$ cat src/sadc_defines.svh
// sadc_defines.svh - offsets, field positions, reset values and counts of the converter control
// assumes: included by the package and the modules of the converter control block
`ifndef SADC_DEFINES_SVH
`define SADC_DEFINES_SVH

// ----------------------------------------------------------------------------
// register addresses (cpu byte addresses)
// ----------------------------------------------------------------------------
`define SADC_ADDR_RES_SEL   20'hF0010
`define SADC_ADDR_TEST_SEL  20'hF0013
`define SADC_ADDR_RES_LOW   20'hFFF1E
`define SADC_ADDR_RES_HIGH  20'hFFF1F
`define SADC_ADDR_MODE      20'hFFF30
`define SADC_ADDR_CHAN      20'hFFF31

// ----------------------------------------------------------------------------
// field positions
// ----------------------------------------------------------------------------
`define SADC_MODE_RUN_BIT   7
`define SADC_MODE_FR1_BIT   4
`define SADC_MODE_FR0_BIT   3
`define SADC_MODE_LV0_BIT   1
`define SADC_MODE_CMPE_BIT  0
`define SADC_RES_BIT        0
`define SADC_DISCH_BIT      1
`define SADC_CHAN_MSB       2

// ----------------------------------------------------------------------------
// reset values and counts
// ----------------------------------------------------------------------------
`define SADC_REG_RST        8'h00
`define SADC_SAR_BITS       10
`define SADC_SAR_FIRST      10'h200
`define SADC_IDX_MSB        4'h9
`define SADC_IDX_LSB10      4'h0
`define SADC_IDX_LSB8       4'h2
`define SADC_SAMPLE_LONG    4'h9
`define SADC_SAMPLE_SHORT   4'h3
`define SADC_CHAN_INTREF    3'h7

`endif

$ cat src/sadc_pkg.sv
// sadc_pkg.sv - types shared by the converter control and its sequencer
// assumes: sadc_defines.svh is on the include path
package sadc_pkg;
`include "sadc_defines.svh"

    // sequencer phases
    typedef enum logic [1:0] {
        SQ_IDLE,
        SQ_SAMPLE,
        SQ_CONVERT
    } sadc_seq_state_t;

    // complete state of the sequencer
    typedef struct packed {
        sadc_seq_state_t state;
        logic [3:0] cnt;
        logic [3:0] idx;
        logic [9:0] sar;
        logic [9:0] result;
        logic done;
    } sadc_seq_t;

    // complete state of the register and control side
    typedef struct packed {
        logic run;
        logic cmp_en;
        logic [1:0] fr;
        logic lv0;
        logic res8;
        logic discharge;
        logic [2:0] chan;
        logic [7:0] res_high;
        logic [1:0] res_low;
        logic pend;
        logic [9:0] pend_val;
        logic irq;
        logic [7:0] rdata;
        logic [2:0] div;
        logic sync1;
        logic sync2;
        logic sync3;
        logic comp;
    } sadc_ctrl_t;
endpackage

$ cat src/sadc_ctrl.sv
// sadc_ctrl.sv - cpu registers, channel routing and result latching of the 10-bit converter
// assumes: byte-wide cpu read/write strobes on sys_clk_i; analog mux, sampler, resistor string
// and comparator sit outside and report the comparison on comp_gt_i asynchronously
// Operation
// - resolution bit: 0 ten-bit, 1 eight-bit
// - copy approximation into results at end; skipped if a mode write falls in that cycle
// - low result: bits 7..6, rest zero
// - results read-only, cleared by reset
// - eight-bit mode: low upper bits read zero
// - eight-bit mode: high holds whole result
// - channel codes: inputs 0..6, 7 reference
// - discharge bit routes ground to sampler
// - sample 9 ticks, or 3 with lv0 set, then hold until done
// - bit 9 first against half-supply tap
// - bit 8 against three or one quarter
// - after the last bit (ten, or eight in eight-bit mode): latch, interrupt, standby; a mode write in that cycle skips latch and interrupt
// - each run write from standby gives one conversion
// - run write ignored while comparator disabled
// - clearing run aborts conversion to standby
`timescale 1ns/1ps
module sadc_ctrl
    import sadc_pkg::*;
#(
    parameter int CH_BITS = 3
) (
    input wire logic sys_clk_i,
    input wire logic arst_n_i,
    input wire logic [19:0] cpu_addr_i,
    input wire logic cpu_wr_i,
    input wire logic cpu_rd_i,
    input wire logic [7:0] cpu_wdata_i,
    output logic [7:0] cpu_rdata_o,
    input wire logic comp_gt_i,
    output logic [2:0] chan_sel_o,
    output logic intref_sel_o,
    output logic gnd_sel_o,
    output logic cmp_enable_o,
    output logic sampling_o,
    output logic holding_o,
    output logic [9:0] tap_o,
    output logic conversion_done_irq_o
);
    sadc_ctrl_t s;
    sadc_ctrl_t next_s;
    logic wr_mode;
    logic wr_res;
    logic wr_test;
    logic wr_chan;
    logic rd_result;
    logic start;
    logic abort;
    logic tick;
    logic seq_done;
    logic [9:0] seq_result;
    logic [2:0] chan_mask;

    // ------------------------------------------------------------------------
    // helpers
    // ------------------------------------------------------------------------
    // divider limit for the conversion clock: fclk/8, /4, /2, /1
    function automatic logic [2:0] div_limit(input logic [1:0] fr);
        case (fr)
            2'h0: div_limit = 3'h7;
            2'h1: div_limit = 3'h3;
            2'h2: div_limit = 3'h1;
            default: div_limit = 3'h0;
        endcase
    endfunction

    // address match, shared by every strobe decode
    function automatic logic hit(input logic [19:0] a, input logic [19:0] target);
        hit = (a == target);
    endfunction

    // ------------------------------------------------------------------------
    // strobe decode
    // ------------------------------------------------------------------------
    assign wr_mode = cpu_wr_i && hit(cpu_addr_i, `SADC_ADDR_MODE);
    assign wr_res = cpu_wr_i && hit(cpu_addr_i, `SADC_ADDR_RES_SEL);
    assign wr_test = cpu_wr_i && hit(cpu_addr_i, `SADC_ADDR_TEST_SEL);
    assign wr_chan = cpu_wr_i && hit(cpu_addr_i, `SADC_ADDR_CHAN);
    assign rd_result = cpu_rd_i && (hit(cpu_addr_i, `SADC_ADDR_RES_LOW)
                       || hit(cpu_addr_i, `SADC_ADDR_RES_HIGH));
    assign chan_mask = 3'((1 << CH_BITS) - 1);

    // a start needs the comparator already on and no conversion running
    assign start = wr_mode && cpu_wdata_i[`SADC_MODE_RUN_BIT] && s.cmp_en && !s.run;
    // dropping run or the comparator mid-conversion abandons the sequence
    assign abort = wr_mode && s.run && (!cpu_wdata_i[`SADC_MODE_RUN_BIT]
                   || !cpu_wdata_i[`SADC_MODE_CMPE_BIT]);
    assign tick = (s.div == div_limit(s.fr));

    // ------------------------------------------------------------------------
    // sequencer
    // ------------------------------------------------------------------------
    sadc_sar_seq u_seq (
        .sys_clk_i(sys_clk_i),
        .arst_n_i(arst_n_i),
        .start_i(start),
        .abort_i(abort),
        .tick_i(tick),
        .eight_bit_i(s.res8),
        .short_sample_i(s.lv0),
        .comp_i(s.comp),
        .sampling_o(sampling_o),
        .holding_o(holding_o),
        .tap_o(tap_o),
        .done_o(seq_done),
        .result_o(seq_result)
    );

    // ------------------------------------------------------------------------
    // next state
    // ------------------------------------------------------------------------
    always_comb begin
        next_s = s;
        next_s.irq = 1'b0;

        // comparator crosses in from the analog side; a change counts once
        // the second and third stages agree
        next_s.sync1 = comp_gt_i;
        next_s.sync2 = s.sync1;
        next_s.sync3 = s.sync2;
        if (s.sync2 == s.sync3) begin
            next_s.comp = s.sync3;
        end

        // conversion clock divider restarts with every conversion
        if (start || tick) begin
            next_s.div = 3'h0;
        end else begin
            next_s.div = s.div + 3'h1;
        end

        // register writes; only the documented bits are kept
        if (wr_mode) begin
            next_s.cmp_en = cpu_wdata_i[`SADC_MODE_CMPE_BIT];
            next_s.fr = {cpu_wdata_i[`SADC_MODE_FR1_BIT], cpu_wdata_i[`SADC_MODE_FR0_BIT]};
            next_s.lv0 = cpu_wdata_i[`SADC_MODE_LV0_BIT];
            if (start) begin
                next_s.run = 1'b1;
            end else if (!cpu_wdata_i[`SADC_MODE_RUN_BIT] || !cpu_wdata_i[`SADC_MODE_CMPE_BIT]) begin
                next_s.run = 1'b0; // stop, or write of 1 refused
            end
        end
        if (wr_res) begin
            next_s.res8 = cpu_wdata_i[`SADC_RES_BIT]; // the only writable bit
        end
        if (wr_test) begin
            next_s.discharge = cpu_wdata_i[`SADC_DISCH_BIT];
        end
        if (wr_chan) begin
            next_s.chan = cpu_wdata_i[`SADC_CHAN_MSB:0] & chan_mask;
        end

        // end of conversion: a mode write in the same cycle suppresses the
        // store and the interrupt; a result read in the same cycle delays
        // the store one cycle so the read sees a consistent old value
        if (seq_done && !wr_mode) begin
            next_s.run = 1'b0; // back to standby
            if (rd_result) begin
                next_s.pend = 1'b1;
                next_s.pend_val = seq_result;
            end else begin
                next_s.res_high = seq_result[9:2];
                next_s.res_low = seq_result[1:0];  // zero in eight-bit mode
                next_s.irq = 1'b1;
            end
        end
        if (s.pend) begin
            next_s.pend = 1'b0;
            next_s.res_high = s.pend_val[9:2];
            next_s.res_low = s.pend_val[1:0];
            next_s.irq = 1'b1;
        end

        // read data registered one cycle after the strobe; unmapped reads 00
        next_s.rdata = 8'h00;
        if (cpu_rd_i) begin
            case (cpu_addr_i)
                `SADC_ADDR_MODE: next_s.rdata = {s.run, 2'b00, s.fr, 1'b0, s.lv0, s.cmp_en};
                `SADC_ADDR_RES_SEL: next_s.rdata = {7'h00, s.res8};
                `SADC_ADDR_TEST_SEL: next_s.rdata = {6'h00, s.discharge, 1'b0};
                `SADC_ADDR_CHAN: next_s.rdata = {5'h00, s.chan};
                `SADC_ADDR_RES_HIGH: next_s.rdata = s.res_high;
                `SADC_ADDR_RES_LOW: next_s.rdata = {s.res_low, 6'h00};
                default: next_s.rdata = 8'h00;
            endcase
        end
    end

    // ------------------------------------------------------------------------
    // state register
    // ------------------------------------------------------------------------
    // results clear to zero on reset like every other register
    always_ff @(posedge sys_clk_i or negedge arst_n_i) begin
        if (!arst_n_i) begin
            s <= '0;
        end else begin
            s <= next_s;
        end
    end

    // ------------------------------------------------------------------------
    // outputs
    // ------------------------------------------------------------------------
    assign cpu_rdata_o = s.rdata;
    assign chan_sel_o = s.chan;
    assign intref_sel_o = (s.chan == `SADC_CHAN_INTREF); // code 7 picks the reference
    assign gnd_sel_o = s.discharge; // ground overrides the channel mux
    assign cmp_enable_o = s.cmp_en;
    assign conversion_done_irq_o = s.irq;
endmodule

$ cat src/sadc_sar_seq.sv
// sadc_sar_seq.sv - sample, hold and bit-by-bit successive approximation sequencer
// assumes: tick_i is a one-cycle enable at the conversion clock rate, comp_i is already synchronised
`timescale 1ns/1ps
module sadc_sar_seq
    import sadc_pkg::*;
(
    input wire logic sys_clk_i,
    input wire logic arst_n_i,
    input wire logic start_i,
    input wire logic abort_i,
    input wire logic tick_i,
    input wire logic eight_bit_i,
    input wire logic short_sample_i,
    input wire logic comp_i,
    output logic sampling_o,
    output logic holding_o,
    output logic [9:0] tap_o,
    output logic done_o,
    output logic [9:0] result_o
);
    sadc_seq_t s;
    sadc_seq_t next_s;
    logic [3:0] last_idx;

    // ------------------------------------------------------------------------
    // next state
    // ------------------------------------------------------------------------
    // an abort wins over a tick so a cleared run bit never yields a result
    always_comb begin
        next_s = s;
        next_s.done = 1'b0;
        last_idx = eight_bit_i ? `SADC_IDX_LSB8 : `SADC_IDX_LSB10;
        case (s.state)
            SQ_IDLE: begin
                if (start_i) begin
                    next_s.state = SQ_SAMPLE; // sample first
                    next_s.cnt = (short_sample_i ? `SADC_SAMPLE_SHORT : `SADC_SAMPLE_LONG) - 4'h1;
                    next_s.sar = '0;
                end
            end
            SQ_SAMPLE: begin
                if (abort_i) begin
                    next_s.state = SQ_IDLE;
                end else if (tick_i) begin
                    if (s.cnt == 4'h0) begin
                        next_s.state = SQ_CONVERT;  // switch to hold
                        next_s.sar = `SADC_SAR_FIRST; // trial bit 9 at half tap
                        next_s.idx = `SADC_IDX_MSB;
                    end else begin
                        next_s.cnt = s.cnt - 4'h1;
                    end
                end
            end
            SQ_CONVERT: begin
                if (abort_i) begin
                    next_s.state = SQ_IDLE;
                end else if (tick_i) begin
                    next_s.sar[s.idx] = comp_i; // keep bit if sample at or above tap
                    if (s.idx == last_idx) begin
                        next_s.state = SQ_IDLE;   // last bit decided (bit 0, or bit 2 in eight-bit mode)
                        next_s.done = 1'b1;
                        next_s.result = next_s.sar;
                    end else begin
                        next_s.sar[s.idx - 4'h1] = 1'b1; // next trial picks tap from upper bits
                        next_s.idx = s.idx - 4'h1;
                    end
                end
            end
            default: begin
                next_s.state = SQ_IDLE;
            end
        endcase
    end

    // ------------------------------------------------------------------------
    // state register
    // ------------------------------------------------------------------------
    always_ff @(posedge sys_clk_i or negedge arst_n_i) begin
        if (!arst_n_i) begin
            s <= '{state: SQ_IDLE, default: '0};
        end else begin
            s <= next_s;
        end
    end

    // the trial word doubles as the resistor-string tap code
    assign tap_o = s.sar;
    assign sampling_o = (s.state == SQ_SAMPLE);
    assign holding_o = (s.state == SQ_CONVERT); // held until the conversion ends
    assign done_o = s.done;
    assign result_o = s.result;
endmodule

$ cat config.mk
export PLATFORM = sky130hd
export DESIGN_NAME = sadc_ctrl
export DESIGN_NICKNAME = d
export VERILOG_FILES = /design/src/sadc_pkg.sv /design/src/sadc_ctrl.sv /design/src/sadc_sar_seq.sv
export VERILOG_INCLUDE_DIRS = /design/src
export SDC_FILE = /design/constraint.sdc
export NUM_CORES = 1
export LEC_CHECK = 0
export ABC_AREA = 1
export BUFFER_PORTS_ARGS = -buffer_cell sky130_fd_sc_hd__buf_2
export CAP_MARGIN = 20
export CORE_MARGIN = 8
export CORE_UTILIZATION = 58
export DETAILED_ROUTE_END_ITERATION = 10
export HOLD_SLACK_MARGIN = 0.02
export PLACE_DENSITY = 0.86
export SYNTH_ARGS = -nofsm -noshare
export SYNTH_HDL_FRONTEND = slang
export SYNTH_SLANG_ARGS = --single-unit
$ cat constraint.sdc
create_clock -name sys_clk_i -period 2.4 [get_ports sys_clk_i]
set_clock_uncertainty 0.15 [all_clocks]
set_input_delay 0.12 -clock sys_clk_i [delete_from_list [all_inputs] [get_ports sys_clk_i]]
set_output_delay 0.12 -clock sys_clk_i [all_outputs]
set_load 0.02 [all_outputs]
==> results_dict.tcl <==
set metrics [dict create \
    outcome "complete, no violations" \
    slew_headroom_pct 53.7 \
    numCtsBuffers 9 \
    drc_errors 0 \
    drv_slew 0 \
    grt_pass1_vias 3958 \
    ant_nets 0 \
    cts_root_buffer "clkbuf_8" \
    async_flop_share_pct 100 \
    rsz0062_at_grt "false" \
    cts_tree "built" \
    grt_usage_pct 19.4 \
    synth_cell_types 35 \
    via_count 3956 \
    leakagePower_nw 2.59 \
    avgSynthCellArea_um2 7.70 \
    syn_nets 629 \
    syn_area_um2 4500 \
    rows 32 \
    start_util_pct 59.2 \
    antenna_found_initial 0 \
    fin_util_pct 66.4 \
    fmax_mhz 480 \
    met2RoutedLength_um 4680 \
    dp_hpwl_um 7200 \
    worst_ep_required_time_ps 2550 \
    critPathCaptureType "flop" \
    yosysSeqAreaShare_pct 43.3 \
    core_um2 7610 \
    postLayoutCellArea_um2 5050 \
    yosys_register_bits 78 \
    dr.pass1.iters 5 \
    p_total_mw 4.47 \
    start_kind "flop" \
    final_cell_mix "190 x nand2_1, 78 x dfrtp_1, 56 x buf_2" \
    arrival_ps 2230 \
    antenna_cells 0 \
    yosys_warnings 0 \
    drtIter0Drc 172 \
    area_growth_syn_to_layout_pct 12.2 \
    htreeDepth 3 \
    clock-sinks 78 \
    port_buffers 57 \
    drive_gt1_share_pct 19.3 \
    grt_max_degree 42 \
    place_congestion 1.00 \
    hold_violations 0 \
    clock_path_buffers 2 \
    finalCritPeriodShare_pct 86.7 \
    clk_pin_slew_ps 70 \
    cts_setup_buffers 0 \
    setup_tns_ps 0 \
    synthCells 585 \
    chipHeight_um 104 \
    vdd_ir_drop_max_mv 0.731 \
    clk_latency_ps 360 \
    synth-edff-count 0 \
    top_layer "met4" \
    die-area_um2 10800 \
    worstMarginPinSlew_ps 690 \
    final_common_cell "nand2_1" \
    setup_viol 0 \
    crit_path_max_fanout 7 \
    worstHoldPathType "input pin to flop" \
    grt_pass1_wl_um 17700 \
    pin_count 60 \
    routed_wirelength_um 9990 \
    vias_per_cell 5.36 \
    rrSetupSlack_ps 320 \
    fin_nets 677 \
    place_area_um2 4690 \
    overflow 0 \
    ys.flop_type "dfrtp_1" \
    power.density_nw_per_um2 884 \
    die_w_um 104 \
    period_needed_ps 2080 \
    wl_met1_um 4230 \
    cap_viol_max_count 0 \
    wl_per_cell_um 13.5 \
    met3_length_um 713 \
    critPathKind "flop to flop" \
]
[sequential cells by signal (all words and copies together) (netlist names)]
signal	cells
chan_sel_o	3
cpu_rdata_o	8
u_seq.s	10
u_seq.tap_o	10
conversion_done_irq_o	1
u_seq.done_o	1
s	31
cmp_enable_o	1
u_seq.result_o	10
gnd_sel_o	1
next_s	2
[layer usage]
layer	global-route usage, %	vias up
met5	0	-
met4	10.1	0
met3	5.58	38
met2	31.6	143
met1	22.8	1837
li1	-	1938
[synthesized netlist by cell type, types with 2 or more instances]
cell type	number	area share (%)
o21ai_1	17	1.9
o22ai_1	3	0.42
xor2_1	2	0.39
a21oi_1	20	2.2
nand3_1	40	4.4
nor2_2	4	0.56
ha_1	11	3.1
nand3_2	3	0.67
nand4_2	2	0.56
nand2_4	4	1.0
dfrtp_1	78	43
nand2_2	5	0.69
buf_4	23	3.8
buf_2	5	0.56
clkbuf_1	3	0.25
o21ai_0	33	3.7
nor2_1	53	4.4
nand2_1	190	16
inv_1	42	3.5
o21ai_2	10	1.9
inv_2	10	0.83
nand3b_1	2	0.33
nand4_1	7	0.97
xnor2_1	2	0.39
nor2_4	6	1.5
[metrics by stage]
stage | setup slack (ps) | hold WS [ps] | cells
final | 318 | 31.0 | 738
after global routing | 155 | 52.5 | 738
after CTS | 360 | 23.9 | 738
after detailed placement | 396 | -22.8 | 714
after global placement | 446 | -27.0 | 714
after floorplan | 497 | -326 | 585
[where the power goes]
part	switching (mW)	internal [mW]
Clock	0.457	0.813
Combinational	1.03	0.482
Sequential	0.160	1.53
Total	1.64	2.82
[kinds of logic (layout without fill, tap and decap cells)]
| family | after synthesis | after routing | share of synthesized area [%] |
|---|---|---|---|
| buf+inv | 88 | 139 | 10.2 |
| compound gates | 84 | 84 | 10.4 |
| fa+ha+maj | 12 | 12 | 3.28 |
| flops | 78 | 78 | 43.3 |
| simple gates | 319 | 319 | 32.0 |
| xor+xnor | 4 | 4 | 0.778 |
[worst paths after layout]
check,start,to,depth (start not counted)
worst min register to register,next_s[2],next_s[1],0
min in group asynchronous,arst_n_i,s[18],2
worst max-delay path,u_seq.s[22],u_seq.tap_o[9],9
worst max register to register,u_seq.s[22],u_seq.tap_o[9],9
max in group asynchronous,arst_n_i,s[33],3
worst min-delay path,cpu_rd_i,cpu_rdata_o[5],3
[area by class of cell]
cell class | instances | area (um^2)
inverter | 54 | 205
sequential | 78 | 1950
clock inverter | 4 | 120
multi-input combinational | 419 | 2090
fill | 631 | 2550
clock buffer | 10 | 138
timing repair buffer | 71 | 418
tap | 102 | 128
[timing repair]
item | 4_1_cts | 5_1_grt
endpoints found under the hold margin | 50 | 0
gates resized for setup | 0 | 0
hold buffers | 10 | 0
[worst max-delay path, stage by stage (launching register included)]
cell     delay, ps
dfrtp_1        490
inv_1          140
ha_1           240
xnor2_1        340
nand2_1        110
nor2_1         160
o21ai_0         80
o21ai_0        180
nand2_1         70
nand2_1         60
No activity file was read; power rests on OpenSTA's default activity.
